--- src/common/utxdt_pkg.sv ---
package utxdt_pkg;
    // ************************************************************
    // register offsets (byte addresses on the device port)
    // ************************************************************
    localparam logic [7:0] ADDR_FIFO_CONTROL = 8'h08;
    localparam logic [7:0] ADDR_ENHANCED_FEATURE = 8'h08;
    localparam logic [7:0] ADDR_LINE_CONTROL = 8'h0C;
    localparam logic [7:0] ADDR_MODEM_CONTROL = 8'h10;
    localparam logic [7:0] ADDR_TRIGGER_LEVEL = 8'h1C;
    localparam logic [7:0] ADDR_SUPPLEMENTARY = 8'h40;
    localparam logic [7:0] ADDR_MODE_DEF_THREE = 8'h80;
    localparam logic [7:0] ADDR_TX_DMA_THRESHOLD = 8'h84;
    localparam logic [7:0] ADDR_TX_FIFO_LEVEL = 8'h88;
    // ************************************************************
    // key values and field positions
    // ************************************************************
    localparam logic [7:0] LINE_CONTROL_ENHANCED_MAP = 8'hBF;
    localparam logic [7:0] LINE_CONTROL_NORMAL_MAP = 8'h00;
    localparam int ENHANCED_UNLOCK_BIT = 4;
    localparam int TRIGGER_UNIT_GRAN_BIT = 6;
    localparam int TRIGGER_ACCESS_BIT = 6;
    localparam int DMA_THRESHOLD_EN_BIT = 2;
    localparam int FIFO_TRIG_LSB = 4;
    localparam int THRESHOLD_WIDTH = 6;
    localparam logic [5:0] THRESHOLD_EXAMPLE = 6'h3E;
    localparam logic [5:0] THRESHOLD_DEFAULT = 6'h20;
    localparam int FIFO_DEPTH = 64;
    localparam int LEVEL_WIDTH = 7;
    localparam logic [6:0] FIFO_SUM_LIMIT = 7'h3F;
    // ************************************************************
    // controller command register map on apb
    // ************************************************************
    localparam logic [11:0] APB_CMD = 12'h000;
    localparam logic [11:0] APB_STATUS = 12'h004;
    localparam logic [11:0] APB_THRESHOLD = 12'h008;
    localparam logic [11:0] APB_TRIGGER = 12'h00C;
    localparam logic [11:0] APB_LEVEL = 12'h010;
endpackage : utxdt_pkg

--- src/common/utxdt_if.sv ---
`timescale 1ns/1ps
interface utxdt_if;
    logic reg_wr;
    logic [7:0] reg_addr;
    logic [7:0] reg_wdata;
    logic [7:0] reg_rdata;
    logic push;
    logic [7:0] push_data;
    logic dma_req;
    logic fifo_full;
    modport dev (input reg_wr, input reg_addr, input reg_wdata, output reg_rdata,
                 input push, input push_data, output dma_req, output fifo_full);
    modport ctl (output reg_wr, output reg_addr, output reg_wdata, input reg_rdata,
                 output push, output push_data, input dma_req, input fifo_full);
endinterface : utxdt_if

--- src/hdl/utxdt_device.sv ---
`timescale 1ns/1ps
module utxdt_device #(
    parameter int DEPTH = utxdt_pkg::FIFO_DEPTH
) (
    // clock and reset
    input wire logic clk,
    input wire logic rst,
    // link to controller
    utxdt_if.dev link,
    // transmit side drain
    input wire logic tx_pop,
    output logic [7:0] tx_data,
    output logic [utxdt_pkg::LEVEL_WIDTH-1:0] tx_level
);
    import utxdt_pkg::*;

    // ************************************************************
    // configuration registers
    // ************************************************************
    logic [7:0] line_control_reg;
    logic [7:0] enhanced_feature_reg;
    logic [7:0] fifo_control_reg;
    logic [7:0] modem_control_reg;
    logic [7:0] trigger_level_reg;
    logic [7:0] supplementary_control_reg;
    logic [7:0] mode_definition_reg_three;
    logic [7:0] tx_dma_threshold_reg;
    logic [7:0] mem [DEPTH];
    logic [5:0] rd_ptr;
    logic [5:0] wr_ptr;
    logic [LEVEL_WIDTH-1:0] level;
    logic [LEVEL_WIDTH-1:0] burst_left;
    logic req;

    wire enhanced_map = line_control_reg == LINE_CONTROL_ENHANCED_MAP;
    wire enhanced_write_unlock = enhanced_feature_reg[ENHANCED_UNLOCK_BIT];
    wire trigger_access = enhanced_write_unlock && modem_control_reg[TRIGGER_ACCESS_BIT];
    wire tx_trigger_unit_granularity = supplementary_control_reg[TRIGGER_UNIT_GRAN_BIT];
    wire wr = link.reg_wr;
    wire [7:0] a = link.reg_addr;
    wire [7:0] d = link.reg_wdata;
    wire wr_lcr = wr && a == ADDR_LINE_CONTROL;
    wire wr_efr = wr && a == ADDR_ENHANCED_FEATURE && enhanced_map;
    wire wr_fcr = wr && a == ADDR_FIFO_CONTROL && !enhanced_map;
    wire wr_mcr = wr && a == ADDR_MODEM_CONTROL && enhanced_write_unlock;
    wire wr_tlr = wr && a == ADDR_TRIGGER_LEVEL && trigger_access;
    wire wr_scr = wr && a == ADDR_SUPPLEMENTARY;
    wire wr_mdr = wr && a == ADDR_MODE_DEF_THREE;
    wire wr_thr = wr && a == ADDR_TX_DMA_THRESHOLD;

    // ************************************************************
    // trigger level and threshold
    // ************************************************************
    // single granularity: concatenate nibble and fifo field; else units of four
    wire [5:0] gran_level = {trigger_level_reg[3:0], fifo_control_reg[FIFO_TRIG_LSB+:2]};
    wire [LEVEL_WIDTH-1:0] trig_unit = {1'b0, gran_level};
    wire [LEVEL_WIDTH-1:0] trig_coarse = {1'b0, trigger_level_reg[3:0], 2'b00};
    wire [LEVEL_WIDTH-1:0] trigger_level = tx_trigger_unit_granularity ? trig_unit : trig_coarse;
    wire [LEVEL_WIDTH-1:0] trig_eff = (trigger_level == '0) ? 7'h01 : trigger_level;
    wire [5:0] thr_field = tx_dma_threshold_reg[THRESHOLD_WIDTH-1:0];
    wire [LEVEL_WIDTH-1:0] threshold =
        {1'b0, mode_definition_reg_three[DMA_THRESHOLD_EN_BIT] ? thr_field : THRESHOLD_DEFAULT};
    wire full = level == LEVEL_WIDTH'(DEPTH);
    wire do_push = link.push && !full;
    wire do_pop = tx_pop && level != '0;

    // ************************************************************
    // register writes
    // ************************************************************
    always_ff @(posedge clk) begin
        if (rst) begin
            line_control_reg <= 8'h00;
            enhanced_feature_reg <= 8'h00;
            fifo_control_reg <= 8'h00;
            modem_control_reg <= 8'h00;
            trigger_level_reg <= 8'h00;
            supplementary_control_reg <= 8'h00;
            mode_definition_reg_three <= 8'h00;
            tx_dma_threshold_reg <= 8'h00;
        end else begin
            if (wr_lcr) line_control_reg <= d;
            if (wr_efr) enhanced_feature_reg <= d;
            if (wr_fcr) fifo_control_reg <= d;
            if (wr_mcr) modem_control_reg <= d;
            if (wr_tlr) trigger_level_reg <= d;
            if (wr_scr) supplementary_control_reg <= d;
            if (wr_mdr) mode_definition_reg_three <= d;
            if (wr_thr) tx_dma_threshold_reg <= d;
        end
    end

    // ************************************************************
    // read back
    // ************************************************************
    always_comb begin
        case (a)
            ADDR_LINE_CONTROL: link.reg_rdata = line_control_reg;
            ADDR_FIFO_CONTROL: link.reg_rdata = enhanced_map ? enhanced_feature_reg : fifo_control_reg;
            ADDR_MODEM_CONTROL: link.reg_rdata = modem_control_reg;
            ADDR_TRIGGER_LEVEL: link.reg_rdata = trigger_level_reg;
            ADDR_SUPPLEMENTARY: link.reg_rdata = supplementary_control_reg;
            ADDR_MODE_DEF_THREE: link.reg_rdata = mode_definition_reg_three;
            ADDR_TX_DMA_THRESHOLD: link.reg_rdata = tx_dma_threshold_reg;
            ADDR_TX_FIFO_LEVEL: link.reg_rdata = {1'b0, level};
            default: link.reg_rdata = 8'h00;
        endcase
    end

    // ************************************************************
    // transmit fifo
    // ************************************************************
    always_ff @(posedge clk) begin
        if (do_push) mem[wr_ptr] <= link.push_data;
    end

    always_ff @(posedge clk) begin
        if (rst) begin
            rd_ptr <= '0;
            wr_ptr <= '0;
            level <= '0;
            tx_data <= 8'h00;
        end else begin
            if (do_push) wr_ptr <= wr_ptr + 6'h01;
            if (do_pop) rd_ptr <= rd_ptr + 6'h01;
            if (do_pop) tx_data <= mem[rd_ptr];
            level <= level + LEVEL_WIDTH'(do_push) - LEVEL_WIDTH'(do_pop);
        end
    end

    // ************************************************************
    // dma request
    // ************************************************************
    // request stands until trigger-level entries have been pushed
    always_ff @(posedge clk) begin
        if (rst) begin
            req <= 1'b0;
            burst_left <= '0;
        end else if (req) begin
            if (do_push && burst_left == 7'h01) req <= 1'b0;
            if (do_push) burst_left <= burst_left - 7'h01;
        end else if (level < threshold) begin
            req <= 1'b1;
            burst_left <= trig_eff;
        end
    end

    assign link.dma_req = req;
    assign link.fifo_full = full;
    assign tx_level = level;
endmodule : utxdt_device

--- src/flat_wrapper.sv ---
// flat-port wrapper written by rule: the top's interface ports become plain ports
module utxdt_device_flat import utxdt_pkg::*;
#(
    parameter int DEPTH = utxdt_pkg::FIFO_DEPTH
)
  (clk, rst, tx_pop, tx_data, tx_level, link_reg_wr, link_reg_addr, link_reg_wdata, link_reg_rdata, link_push, link_push_data, link_dma_req, link_fifo_full);
  utxdt_if link_i ();
  input wire logic clk;
  input wire logic rst;
  input wire logic tx_pop;
  output logic [7:0] tx_data;
  output logic [utxdt_pkg::LEVEL_WIDTH-1:0] tx_level;
  input wire logic [$bits(link_i.reg_wr)-1:0] link_reg_wr;
  input wire logic [$bits(link_i.reg_addr)-1:0] link_reg_addr;
  input wire logic [$bits(link_i.reg_wdata)-1:0] link_reg_wdata;
  output wire logic [$bits(link_i.reg_rdata)-1:0] link_reg_rdata;
  input wire logic [$bits(link_i.push)-1:0] link_push;
  input wire logic [$bits(link_i.push_data)-1:0] link_push_data;
  output wire logic [$bits(link_i.dma_req)-1:0] link_dma_req;
  output wire logic [$bits(link_i.fifo_full)-1:0] link_fifo_full;
  assign link_i.reg_wr = link_reg_wr;
  assign link_i.reg_addr = link_reg_addr;
  assign link_i.reg_wdata = link_reg_wdata;
  assign link_reg_rdata = link_i.reg_rdata;
  assign link_i.push = link_push;
  assign link_i.push_data = link_push_data;
  assign link_dma_req = link_i.dma_req;
  assign link_fifo_full = link_i.fifo_full;
  utxdt_device #(.DEPTH(DEPTH)) u_core (.clk(clk), .rst(rst), .link(link_i), .tx_pop(tx_pop), .tx_data(tx_data), .tx_level(tx_level));
endmodule
--- config.mk ---
export PLATFORM = sky130hd
export DESIGN_NAME = utxdt_device_flat
export DESIGN_NICKNAME = d
export VERILOG_FILES = /design/src/common/utxdt_pkg.sv /design/src/common/utxdt_if.sv /design/src/hdl/utxdt_device.sv /design/src/flat_wrapper.sv
export SDC_FILE = /design/constraint.sdc
export NUM_CORES = 1
export LEC_CHECK = 0
export BUFFER_PORTS_ARGS = -buffer_cell sky130_fd_sc_hd__buf_4
export CELL_PAD_IN_SITES_DETAIL_PLACEMENT = 1
export CELL_PAD_IN_SITES_GLOBAL_PLACEMENT = 2
export CORE_MARGIN = 2
export CORE_UTILIZATION = 35
export DETAILED_ROUTE_END_ITERATION = 10
export PLACE_DENSITY_LB_ADDON = 0.3
export SYNTH_ARGS = -nofsm -noshare
export SYNTH_HDL_FRONTEND = slang
export SYNTH_SLANG_ARGS = --single-unit
export TNS_END_PERCENT = 5
--- constraint.sdc ---
create_clock -name clk -period 3.3 [get_ports clk]
set_input_delay 0.495 -clock clk [delete_from_list [all_inputs] [get_ports clk]]
set_output_delay 0.495 -clock clk [all_outputs]
set_load 0.01 [all_outputs]
==> flow_results.xml, run 1 <==
<?xml version="1.0" encoding="UTF-8"?>
<metrics>
  <group name="sta">
    <metric name="timing.max_slew.rel_slack" unit="%">28.0</metric>
    <metric name="timing_hold_violations_final" unit="">0</metric>
    <metric name="layout_min_cycle_time" unit="ns">3.21</metric>
    <metric name="drv_slew" unit="">0</metric>
    <metric name="clock_skew" unit="ns">0.0321</metric>
    <metric name="hold_ws" unit="ns">0.225</metric>
    <metric name="rsz0062_at_grt" unit="">true</metric>
    <metric name="final_min_period_over_clock_period" unit="%">97.4</metric>
    <metric name="setup_total_negative_slack" unit="ns">0</metric>
    <metric name="fmax" unit="MHz">311</metric>
    <metric name="setup_violations_final" unit="">0</metric>
    <metric name="slew_at_the_pin_closest_to_its_max_slew_limit" unit="ns">1.08</metric>
  </group>
  <group name="global_route">
    <metric name="gr-usage-met1" unit="%">24.6</metric>
    <metric name="met2_layer_usage_reported_by_global_route" unit="%">30.0</metric>
    <metric name="grt.busiest_layer" unit="">met2</metric>
    <metric name="gr-usage-all-layers" unit="%">18.3</metric>
    <metric name="groute.layer.met3.usage" unit="%">3.50</metric>
    <metric name="grt_antenna_before_repair" unit="">0</metric>
    <metric name="grt_pass1_vias" unit="">14800</metric>
    <metric name="grt_pass1_wl" unit="um">99500</metric>
    <metric name="gr-total-overflow" unit="">0</metric>
    <metric name="largest_net_degree_at_the_start_of_global_routing" unit="">65</metric>
  </group>
  <group name="synth">
    <metric name="synth_top_family_by_area" unit="">multiplexers</metric>
    <metric name="synth-edff-count" unit="">512</metric>
    <metric name="post_synth_main_area_contributors" unit="">sky130_fd_sc_hd__edfxtp_1 62%, sky130_fd_sc_hd__mux4_2 8.7%, sky130_fd_sc_hd__dfxtp_1 8.0%</metric>
    <metric name="synth.distinct_cells" unit="">66</metric>
    <metric name="synth-compound-area-share" unit="%">5.77</metric>
    <metric name="synthesis.nets" unit="">1554</metric>
    <metric name="synthSimpleGateAreaFrac" unit="%">6.26</metric>
    <metric name="yosysTopAreaCell" unit="">sky130_fd_sc_hd__edfxtp_1</metric>
    <metric name="yosysTopAreaCellShare" unit="%">62.1</metric>
    <metric name="synth_sequential_area_ratio" unit="%">70.1</metric>
    <metric name="synth_xor_xnor_area_share" unit="%">0.460</metric>
    <metric name="synth.yosys.warnings" unit="">0</metric>
    <metric name="synth_ff_type" unit="">sky130_fd_sc_hd__edfxtp_1</metric>
    <metric name="netlist_instances" unit="">1506</metric>
    <metric name="average_footprint_of_a_synthesized_cell" unit="um^2">16.4</metric>
    <metric name="post_synth_fa_ha_maj_area_fraction" unit="%">0.991</metric>
    <metric name="asyncSetResetFlopFracSynth" unit="%">0</metric>
    <metric name="ys_ff_latch" unit="">611</metric>
    <metric name="yosys-mux-area-fraction" unit="%">13.7</metric>
    <metric name="synth.cell_area" unit="mm^2">0.0247</metric>
  </group>
  <group name="place">
    <metric name="place_hpwl" unit="um">42600</metric>
    <metric name="gp_congestion" unit="">0.803</metric>
    <metric name="place.port_buffers" unit="">53</metric>
    <metric name="dpl-instance-area" unit="mm^2">0.0267</metric>
  </group>
  <group name="cts">
    <metric name="cts.clk_slew.worst_paths" unit="ns">0.05</metric>
    <metric name="tritoncts_num_sinks" unit="">611</metric>
    <metric name="clock_tree.buffer_depth" unit="">3</metric>
    <metric name="clock_latency" unit="ns">0.61</metric>
    <metric name="cts_made_buffers" unit="">68</metric>
    <metric name="cts_hold_buf" unit="">0</metric>
    <metric name="total_number_of_h_tree_levels" unit="">3</metric>
    <metric name="number_of_setup_buffers_added_after_cts" unit="">0</metric>
    <metric name="clock_tree_root_driver_cell" unit="">sky130_fd_sc_hd__clkbuf_16</metric>
    <metric name="cts_tree" unit="">done</metric>
  </group>
  <group name="layout">
    <metric name="final_design_area_no_fill" unit="mm^2">0.0288</metric>
    <metric name="drive_above_1_share" unit="%">22.6</metric>
    <metric name="nets" unit="">1686</metric>
    <metric name="syn_to_final_growth" unit="%">16.5</metric>
    <metric name="postLayoutCoreUtil" unit="%">41.2</metric>
    <metric name="antenna_cells" unit="">0</metric>
    <metric name="n_fill_cell" unit="">6985</metric>
    <metric name="largest_register_ff_count" unit="">512</metric>
    <metric name="largest_register" unit="">u_core.mem</metric>
  </group>
  <group name="floorplanning">
    <metric name="io_pins" unit="">54</metric>
    <metric name="initial_core_util" unit="%">35.3</metric>
    <metric name="x_dimension_of_the_die" unit="um">270</metric>
    <metric name="die_height" unit="um">270</metric>
    <metric name="num_rows" unit="">97</metric>
    <metric name="area_of_the_core" unit="mm^2">0.0700</metric>
    <metric name="die_area" unit="mm^2">0.0728</metric>
  </group>
  <group name="critical_path">
    <metric name="worstPathCellList" unit="">nand4b_1, nor2_2, buf_6, mux2_2, a222oi_1, nand3_1, buf_4</metric>
    <metric name="max_stage_delay" unit="ns">0.50</metric>
    <metric name="worstReg2RegEnd" unit="">u_core.tx_level[6]</metric>
    <metric name="path_max_fanout" unit="">11</metric>
    <metric name="regToRegStartpoint" unit="">u_core.tx_level[2]</metric>
    <metric name="setup.worst_path.start_class" unit="">flip-flop</metric>
    <metric name="setup.worst_path.start" unit="">u_core.line_control_reg[6]</metric>
    <metric name="cp_data_arrival_time" unit="ns">2.72</metric>
    <metric name="worst_r2r_path_depth" unit="">17</metric>
    <metric name="critical-path-slowest-cell" unit="">sky130_fd_sc_hd__a222oi_1</metric>
    <metric name="path_class" unit="">flip-flop to primary output</metric>
    <metric name="worst_setup_path_end_kind" unit="">primary output</metric>
    <metric name="timing.reg2reg.setup_slack" unit="ns">0.29</metric>
    <metric name="worstPathRequired" unit="ns">2.80</metric>
  </group>
  <group name="detailed_routing">
    <metric name="dr.pass1.iters" unit="">6</metric>
    <metric name="postRouteWirelength" unit="um">66300</metric>
    <metric name="violation_count_after_the_first_detailed_routing_iteration" unit="">1094</metric>
    <metric name="num_vias" unit="">14000</metric>
    <metric name="ant_nets" unit="">0</metric>
    <metric name="wl_per_cell" unit="um">25.2</metric>
    <metric name="via_per_inst" unit="">5.31</metric>
    <metric name="drt_drc_violations_left" unit="">0</metric>
  </group>
  <group name="power">
    <metric name="power_frac_comb" unit="%">16.2</metric>
    <metric name="power" unit="mW">19.2</metric>
    <metric name="clock_group_share_of_total_power" unit="%">38.2</metric>
    <metric name="p_int" unit="mW">14.3</metric>
    <metric name="leakagePower" unit="nW">9.35</metric>
    <metric name="irDropWorstVdd" unit="V">0.000319</metric>
    <metric name="share_seq_of_total_power" unit="%">45.5</metric>
    <metric name="net-switching-power" unit="mW">4.92</metric>
    <metric name="power.density" unit="mW/mm^2">665</metric>
    <metric name="sw_ratio" unit="%">25.7</metric>
  </group>
  <group name="outcome">
    <metric name="run_status" unit="">finished, final reports clean</metric>
  </group>
  <group name="worst_hold_path">
    <metric name="hp-class" unit="">input pin to flip-flop</metric>
    <metric name="whs_endpoint" unit="">u_core.enhanced_feature_reg[1]</metric>
    <metric name="worst_min_path_start" unit="">link_reg_wdata[1]</metric>
    <metric name="min_path_cells" unit="">3</metric>
  </group>
  <group name="job">
    <metric name="count_of_maximum_capacitance_violations" unit="">0</metric>
  </group>
</metrics>
[repair_timing]
action	4_1_cts	5_1_grt
resized for setup	0	7
setup endpoints to repair	1	5
pin swaps	1	1
cloned	0	0
[worst max path at each step]
stage / to / slack, ns / depth (start not counted)
finish: link_reg_rdata[2] / 0.09 / 7
global route: link_reg_rdata[4] / -0.02 / 8
CTS: link_reg_rdata[1] / 0.01 / 8
detailed placement: u_core.tx_level[6] / 0.24 / 17
global placement: u_core.tx_level[6] / 0.23 / 17
floorplan: u_core.tx_level[6] / 0.26 / 17
[cell usage after synthesis (all sizes together) (4+ instances only)]
cell	count
nor3	5
o221ai	10
a222oi	8
nand3	55
a221o	4
mux4	103
o21ai	14
nor3b	4
buf	54
mux2	15
nor4	6
clkbuf	46
nand2	94
a32oi	9
o32ai	4
mux2i	88
a221oi	4
or3	4
dfxtp	99
ha	18
nor2b	9
a21o	4
a21oi	64
inv	16
edfxtp	512
xnor2	4
xor2	9
o31ai	4
nor2	117
nand4b	5
and2	4
nand4	5
and3	10
o22ai	16
nand3b	8
a211oi	12
a22oi	31
a211o	6
[layer usage]
metal / vias to the layer above / share of wire [%]
li1: 6218 / -
met1: 7325 / 44
met2: 347 / 49
met3: 86 / 5.1
met4: 0 / 2.1
met5: - / 0
[critical path: cells and delay by family (launching register included)]
kind,cells,cell delay [ns]
flip-flops,1,0.33
AND/OR/NAND/NOR,3,0.54
AO/OA/AOI/OAI,1,0.50
multiplexers,1,0.38
buffers and inverters,2,0.36
[power groups by stage]
| stage | Combinational [mW] | Clock [mW] | Sequential (mW) |
|---|---|---|---|
| 3_3_place_gp | 3.11 | 0 | 8.88 |
| 6_report | 3.11 | 7.34 | 8.73 |
| 4_1_cts | 3.16 | 7.52 | 8.72 |
| 3_5_place_dp | 3.15 | 0 | 8.88 |
| 2_1_floorplan | 2.16 | 0 | 8.80 |
| 5_1_grt | 3.40 | 7.82 | 8.75 |
[cell families after synthesis]
| family | count (synthesis) |
|---|---|
| fa+ha+maj | 19 |
| flops | 611 |
| xor+xnor | 13 |
| simple gates | 333 |
| mux | 206 |
| compound gates | 207 |
| buf+inv | 117 |
[final cells by class]
type	instances	area (um^2)	area share, %
Timing Repair Buffer	162	1320	4.58
Inverter	17	63.8	0.221
Sequential cell	611	17400	60.2
Tap cell	940	1180	4.08
Multi-Input combinational cell	778	6750	23.4
Clock inverter	30	289	1.00
Clock buffer	92	1860	6.47
[cell usage in the layout (no fill, tap or decap), drive strengths merged, types with 16 or more instances in the layout]
cell type  Yosys  final
a21oi         64     64
a22oi         31     31
buf           54    162
clkbuf        46     92
clkinv         1     21
dfxtp         99     99
edfxtp       512    512
ha            18     18
inv           16     19
mux2i         88     88
mux4         103    103
nand2         94     94
nand3         55     55
nor2         117    117
o22ai         16     16
[through the flow]
stage          setup slack [ns]  instances
3_3_place_gp              0.231       2508
6_report                 0.0861       2630
2_1_floorplan             0.261       1506
5_1_grt                 -0.0207       2630
4_1_cts                  0.0139       2630
3_5_place_dp              0.238       2508
Power figures use the tool's default switching activity.
==> run 2: changes to the inputs <==
- CELL_PAD_IN_SITES_DETAIL_PLACEMENT: 1 -> not set
- CELL_PAD_IN_SITES_GLOBAL_PLACEMENT: 2 -> not set
- CTS_BUF_LIST: not set -> sky130_fd_sc_hd__clkbuf_4 sky130_fd_sc_hd__clkbuf_8
==> run 2 against run 1 <==
Critical path depth increased by 1. Core utilization decreased by 0.28 points. Clock skew increased by 0.0087 ns. First-iteration DRC count increased by 20%. Highest routed layer unchanged.
==> flow_results.xml, run 2 (synthesis results as in run 1) <==
<?xml version="1.0" encoding="UTF-8"?>
<metrics>
  <group name="critical_path">
    <metric name="worstPathRequired" unit="ns">2.80</metric>
    <metric name="max_stage_delay" unit="ns">0.39</metric>
    <metric name="worstPathCellList" unit="">nand4b_1, nor2_2, buf_6, mux2_2, a222oi_1, nand2_1, a221o_1, buf_4</metric>
    <metric name="worst_setup_path_end_kind" unit="">primary output</metric>
    <metric name="path_class" unit="">flip-flop to primary output</metric>
    <metric name="cp_data_arrival_time" unit="ns">2.72</metric>
    <metric name="critical-path-slowest-cell" unit="">sky130_fd_sc_hd__dfxtp_1</metric>
    <metric name="setup.worst_path.start_class" unit="">flip-flop</metric>
    <metric name="path_max_fanout" unit="">9</metric>
  </group>
  <group name="detailed_routing">
    <metric name="drt_drc_violations_left" unit="">0</metric>
    <metric name="postRouteWirelength" unit="um">59200</metric>
    <metric name="highest_layer" unit="">met4</metric>
    <metric name="detailroute.wirelength.met2" unit="um">27800</metric>
    <metric name="wl_per_cell" unit="um">22.0</metric>
    <metric name="route.met3.wl" unit="um">3600</metric>
    <metric name="via_per_inst" unit="">5.25</metric>
    <metric name="ant_nets" unit="">0</metric>
    <metric name="num_vias" unit="">14100</metric>
    <metric name="dr.pass1.iters" unit="">9</metric>
    <metric name="drt-met1-wl" unit="um">26200</metric>
    <metric name="violation_count_after_the_first_detailed_routing_iteration" unit="">1318</metric>
  </group>
  <group name="sta">
    <metric name="setup_violations_final" unit="">0</metric>
    <metric name="timing_hold_violations_final" unit="">0</metric>
    <metric name="setup_total_negative_slack" unit="ns">0</metric>
    <metric name="clock_skew" unit="ns">0.0408</metric>
    <metric name="fmax" unit="MHz">311</metric>
    <metric name="timing.max_slew.rel_slack" unit="%">27.2</metric>
    <metric name="slew_at_the_pin_closest_to_its_max_slew_limit" unit="ns">1.09</metric>
    <metric name="final_critical_path_setup_slack" unit="ns">0.0856</metric>
    <metric name="rsz0062_at_grt" unit="">true</metric>
    <metric name="final_min_period_over_clock_period" unit="%">97.4</metric>
    <metric name="drv_slew" unit="">0</metric>
    <metric name="layout_min_cycle_time" unit="ns">3.21</metric>
  </group>
  <group name="global_route">
    <metric name="gr-usage-all-layers" unit="%">16.2</metric>
    <metric name="grt_pass1_wl" unit="um">89600</metric>
    <metric name="largest_net_degree_at_the_start_of_global_routing" unit="">65</metric>
    <metric name="grt_pass1_vias" unit="">14300</metric>
    <metric name="gr-total-overflow" unit="">0</metric>
    <metric name="grt_antenna_before_repair" unit="">1</metric>
  </group>
  <group name="place">
    <metric name="gp_congestion" unit="">0.855</metric>
    <metric name="place_hpwl" unit="um">37300</metric>
    <metric name="pre_cts_ws" unit="ns">0.237</metric>
    <metric name="place.port_buffers" unit="">53</metric>
  </group>
  <group name="cts">
    <metric name="cts_made_buffers" unit="">100</metric>
    <metric name="clock_tree.buffer_depth" unit="">3</metric>
    <metric name="cts.clk_slew.worst_paths" unit="ns">0.06</metric>
    <metric name="total_number_of_h_tree_levels" unit="">3</metric>
    <metric name="cts_tree" unit="">done</metric>
    <metric name="tritoncts_num_sinks" unit="">611</metric>
    <metric name="clock_latency" unit="ns">0.70</metric>
    <metric name="clock_tree_root_driver_cell" unit="">sky130_fd_sc_hd__clkbuf_8</metric>
  </group>
  <group name="floorplanning">
    <metric name="x_dimension_of_the_die" unit="um">270</metric>
    <metric name="area_of_the_core" unit="mm^2">0.0700</metric>
    <metric name="die_area" unit="mm^2">0.0728</metric>
    <metric name="io_pins" unit="">54</metric>
    <metric name="die_height" unit="um">270</metric>
    <metric name="num_rows" unit="">97</metric>
    <metric name="initial_core_util" unit="%">35.3</metric>
  </group>
  <group name="power">
    <metric name="leakagePower" unit="nW">9.37</metric>
    <metric name="power.density" unit="mW/mm^2">637</metric>
    <metric name="irDropWorstVdd" unit="V">0.000365</metric>
    <metric name="power" unit="mW">18.3</metric>
  </group>
  <group name="outcome">
    <metric name="run_status" unit="">finished, final reports clean</metric>
  </group>
  <group name="job">
    <metric name="count_of_maximum_capacitance_violations" unit="">0</metric>
  </group>
  <group name="layout">
    <metric name="largest_register" unit="">u_core.mem</metric>
    <metric name="nets" unit="">1719</metric>
    <metric name="syn_to_final_growth" unit="%">15.7</metric>
    <metric name="largest_register_ff_count" unit="">512</metric>
    <metric name="final_common_cell" unit="">sky130_fd_sc_hd__edfxtp_1</metric>
    <metric name="drive_above_1_share" unit="%">25.7</metric>
    <metric name="final_cell_mix" unit="">512 x sky130_fd_sc_hd__edfxtp_1, 158 x sky130_fd_sc_hd__buf_4, 116 x sky130_fd_sc_hd__nor2_1</metric>
    <metric name="postLayoutCoreUtil" unit="%">40.9</metric>
  </group>
  <group name="worst_hold_path">
    <metric name="hp-class" unit="">input pin to flip-flop</metric>
  </group>
</metrics>
[run 2: cell count changes in the layout (fill, tap and decap cells not counted), moves of 2 or more]
cell,delta
sky130_fd_sc_hd__clkinv_1,+10
sky130_fd_sc_hd__dfxtp_2,-2
sky130_fd_sc_hd__dfxtp_1,+2
sky130_fd_sc_hd__buf_12,-4
sky130_fd_sc_hd__clkinv_2,+10
sky130_fd_sc_hd__inv_6,-2
sky130_fd_sc_hd__clkbuf_4,+28
sky130_fd_sc_hd__clkbuf_1,-19
sky130_fd_sc_hd__buf_4,+5
sky130_fd_sc_hd__clkbuf_16,-70
sky130_fd_sc_hd__clkbuf_8,+103
[run 2: final timing paths]
path	depth (start not counted)	slack, ns	start	to
worst max register to register	17	0.33	u_core.tx_level[2]	u_core.tx_level[6]
worst max-delay path	8	0.09	u_core.line_control_reg[4]	link_reg_rdata[3]
worst min register to register	2	0.45	u_core.enhanced_feature_reg[1]	u_core.enhanced_feature_reg[1]
worst min-delay path	3	0.15	link_reg_wdata[7]	u_core.mode_definition_reg_three[7]
[run 2: repair_timing]
item | 4_1_cts | 5_1_grt
setup endpoints to repair | 1 | 4
pin swaps | 0 | 1
gates resized for setup | 1 | 4
setup buffers | 0 | 3
gates cloned | 0 | 0
hold buffers | 0 | 0
[run 2: per-layer routing]
layer  GRT usage [%]  vias up
met3            3.48      124
met1            22.4     7197
li1                -     6310
met4            5.76        0
met5               0        -
met2            25.3      490
[run 2: power by group]
group | total (mW) | switching (mW) | internal (mW) | leakage, nW
logic | 2.95 | 1.56 | 1.39 | 2.90
registers | 8.74 | 0.232 | 8.51 | 5.41
clock network | 6.56 | 3.02 | 3.54 | 1.06
total | 18.3 | 4.81 | 13.4 | 9.37
[run 2: worst max-delay path, delay by kind of cell, from the launching register on]
kind            cells  cell delay [ns]
buf+inv             2             0.30
flops               1             0.39
simple gates        3             0.41
compound gates      2             0.56
mux                 1             0.37
[run 2: layout make-up]
| type | count | area [um^2] |
|---|---|---|
| inverters | 17 | 63.8 |
| flip-flops and latches | 611 | 17400 |
| clock inverters | 47 | 328 |
| fillers | 6368 | 41400 |
| repair buffers | 163 | 1280 |
| well taps | 940 | 1180 |
| clock buffers | 134 | 1670 |
| diodes | 1 | 2.50 |
| multi-input cells | 778 | 6750 |
[run 2: metrics by stage]
stage,instances,area [um^2],hold WS [ns]
after CTS,2687,28600,0.0927
after global placement,2506,26600,0.434
after detailed placement,2506,26600,0.442
after global routing,2691,28600,0.108
after floorplan,1506,24700,0.428
final,2691,28600,0.152
==> run 3: changes to the inputs <==
- SETUP_SLACK_MARGIN: not set -> 0.1
==> run 3 against run 2 <==
Critical path depth is the same. Register-to-register slack improved by 0.07 ns. Fmax grew 0.74%. Critical path type unchanged. Sequential share of layout area down 0.12 points.
==> flow_results.xml, run 3 (synthesis results as in run 1) <==
<?xml version="1.0" encoding="UTF-8"?>
<metrics>
  <group name="outcome">
    <metric name="run_status" unit="">finished, final reports clean</metric>
  </group>
  <group name="sta">
    <metric name="setup_violations_final" unit="">0</metric>
    <metric name="final_critical_path_setup_slack" unit="ns">0.109</metric>
    <metric name="drv_slew" unit="">0</metric>
    <metric name="hold_ws" unit="ns">0.155</metric>
    <metric name="setup_total_negative_slack" unit="ns">0</metric>
    <metric name="slew_at_the_pin_closest_to_its_max_slew_limit" unit="ns">1.04</metric>
    <metric name="timing.max_slew.rel_slack" unit="%">30.0</metric>
    <metric name="layout_min_cycle_time" unit="ns">3.19</metric>
    <metric name="clock_skew" unit="ns">0.0382</metric>
    <metric name="rsz0062_at_grt" unit="">true</metric>
    <metric name="timing_hold_violations_final" unit="">0</metric>
    <metric name="final_min_period_over_clock_period" unit="%">96.7</metric>
    <metric name="fmax" unit="MHz">313</metric>
  </group>
  <group name="power">
    <metric name="power.density" unit="mW/mm^2">636</metric>
    <metric name="leakagePower" unit="nW">9.38</metric>
    <metric name="net-switching-power" unit="mW">4.82</metric>
    <metric name="irDropWorstVdd" unit="V">0.000364</metric>
    <metric name="sw_ratio" unit="%">26.4</metric>
    <metric name="power_frac_comb" unit="%">16.3</metric>
    <metric name="clock_group_share_of_total_power" unit="%">35.9</metric>
    <metric name="share_seq_of_total_power" unit="%">47.9</metric>
    <metric name="p_int" unit="mW">13.4</metric>
  </group>
  <group name="layout">
    <metric name="final_design_area_no_fill" unit="mm^2">0.0287</metric>
    <metric name="final_cell_mix" unit="">512 x sky130_fd_sc_hd__edfxtp_1, 155 x sky130_fd_sc_hd__buf_4, 116 x sky130_fd_sc_hd__nor2_1</metric>
    <metric name="n_fill_cell" unit="">6367</metric>
    <metric name="nets" unit="">1720</metric>
    <metric name="drive_above_1_share" unit="%">26.0</metric>
    <metric name="largest_register" unit="">u_core.mem</metric>
    <metric name="postLayoutCoreUtil" unit="%">41.0</metric>
    <metric name="syn_to_final_growth" unit="%">16.0</metric>
    <metric name="final_common_cell" unit="">sky130_fd_sc_hd__edfxtp_1</metric>
    <metric name="largest_register_ff_count" unit="">512</metric>
  </group>
  <group name="floorplanning">
    <metric name="initial_core_util" unit="%">35.3</metric>
    <metric name="die_area" unit="mm^2">0.0728</metric>
    <metric name="x_dimension_of_the_die" unit="um">270</metric>
    <metric name="io_pins" unit="">54</metric>
    <metric name="num_rows" unit="">97</metric>
    <metric name="die_height" unit="um">270</metric>
    <metric name="area_of_the_core" unit="mm^2">0.0700</metric>
  </group>
  <group name="worst_hold_path">
    <metric name="hp-class" unit="">input pin to flip-flop</metric>
  </group>
  <group name="cts">
    <metric name="cts_made_buffers" unit="">100</metric>
    <metric name="clock_tree_root_driver_cell" unit="">sky130_fd_sc_hd__clkbuf_8</metric>
    <metric name="tritoncts_num_sinks" unit="">611</metric>
    <metric name="cts.clk_slew.worst_paths" unit="ns">0.06</metric>
    <metric name="clock_latency" unit="ns">0.70</metric>
    <metric name="total_number_of_h_tree_levels" unit="">3</metric>
    <metric name="clock_tree.buffer_depth" unit="">3</metric>
    <metric name="cts_tree" unit="">done</metric>
  </group>
  <group name="global_route">
    <metric name="gr-total-overflow" unit="">0</metric>
    <metric name="gr-usage-all-layers" unit="%">16.3</metric>
    <metric name="grt_pass1_wl" unit="um">89700</metric>
    <metric name="grt_pass1_vias" unit="">14300</metric>
    <metric name="largest_net_degree_at_the_start_of_global_routing" unit="">65</metric>
    <metric name="grt_antenna_before_repair" unit="">1</metric>
  </group>
  <group name="place">
    <metric name="dpl-instance-area" unit="mm^2">0.0266</metric>
    <metric name="place.port_buffers" unit="">53</metric>
    <metric name="pre_cts_ws" unit="ns">0.237</metric>
    <metric name="place_hpwl" unit="um">37300</metric>
    <metric name="gp_congestion" unit="">0.855</metric>
  </group>
  <group name="job">
    <metric name="count_of_maximum_capacitance_violations" unit="">0</metric>
  </group>
  <group name="detailed_routing">
    <metric name="highest_layer" unit="">met4</metric>
    <metric name="ant_nets" unit="">0</metric>
    <metric name="postRouteWirelength" unit="um">59300</metric>
    <metric name="drt_drc_violations_left" unit="">0</metric>
    <metric name="drt-met1-wl" unit="um">25900</metric>
    <metric name="detailroute.wirelength.met2" unit="um">27800</metric>
    <metric name="num_vias" unit="">14200</metric>
    <metric name="via_per_inst" unit="">5.27</metric>
    <metric name="dr.pass1.iters" unit="">6</metric>
    <metric name="wl_per_cell" unit="um">22.0</metric>
    <metric name="violation_count_after_the_first_detailed_routing_iteration" unit="">1309</metric>
    <metric name="route.met3.wl" unit="um">4020</metric>
  </group>
  <group name="critical_path">
    <metric name="timing.reg2reg.setup_slack" unit="ns">0.40</metric>
    <metric name="worstPathRequired" unit="ns">2.80</metric>
    <metric name="setup.worst_path.start_class" unit="">flip-flop</metric>
    <metric name="path_class" unit="">flip-flop to primary output</metric>
    <metric name="cp_data_arrival_time" unit="ns">2.70</metric>
    <metric name="path_max_fanout" unit="">5</metric>
    <metric name="worst_setup_path_end_kind" unit="">primary output</metric>
  </group>
</metrics>
==> run 3: changes by cell type in the layout (fill, tap and decap cells not counted), sizes merged <==
cell,change
buf,+1
==> run 3: power by group through the flow <==
stage	Sequential [mW]	Clock, mW	Combinational [mW]
4_1_cts	8.74	6.72	2.99
5_1_grt	8.76	7.05	3.24
6_report	8.74	6.55	2.97
3_3_place_gp	8.89	0	2.96
3_5_place_dp	8.90	0	2.97
2_1_floorplan	8.80	0	2.16
==> run 3: repair_timing <==
item / 4_1_cts / 5_1_grt
resized for setup: 4 / 15
hold buffers: 0 / 0
hold endpoints to repair: 0 / 0
gates cloned: 1 / 0
endpoints found under the setup margin: 3 / 10
setup buffers: 3 / 0
pin swaps: 3 / 13
==> run 3: path summary, 6_finish.rpt <==
check	endpoint	from	cells after the start
setup reg to reg	u_core.tx_level[6]	u_core.tx_level[2]	17
setup / recovery	link_reg_rdata[4]	u_core.line_control_reg[5]	8
hold reg to reg	u_core.enhanced_feature_reg[1]	u_core.enhanced_feature_reg[1]	2
hold / removal	u_core.mode_definition_reg_three[7]	link_reg_wdata[7]	3
==> run 3: metal layers <==
metal / up-vias / global-route usage, %
li1: 6308 / -
met1: 7243 / 22.4
met2: 507 / 25.4
met3: 125 / 3.47
met4: 0 / 5.73
met5: - / 0
==> run 3: final cells by class <==
type / instances / area [um^2] / share of cell area, %
well taps: 940 / 1180 / 4.10
multi-input cells: 778 / 6800 / 23.7
repair buffers: 164 / 1290 / 4.51
inverters: 17 / 63.8 / 0.222
flip-flops and latches: 611 / 17400 / 60.5
clock inverters: 47 / 328 / 1.14
clock buffers: 134 / 1670 / 5.82
diodes: 1 / 2.50 / 0.00872
==> run 3: worst max-delay path, stage by stage, from the launching register on <==
cell	delay, ns
sky130_fd_sc_hd__dfxtp_1	0.39
sky130_fd_sc_hd__nand4b_1	0.14
sky130_fd_sc_hd__nor2_2	0.19
sky130_fd_sc_hd__buf_6	0.15
sky130_fd_sc_hd__mux2_2	0.35
sky130_fd_sc_hd__a222oi_1	0.29
sky130_fd_sc_hd__nand2_1	0.10
sky130_fd_sc_hd__a221o_1	0.28
sky130_fd_sc_hd__buf_4	0.15
==> run 3: per-stage QoR <==
stage / power (mW) / instances
after detailed placement: 11.9 / 2506
after CTS: 18.4 / 2691
final: 18.3 / 2692
after floorplan: 11.0 / 1506
after global routing: 19.0 / 2692
after global placement: 11.8 / 2506
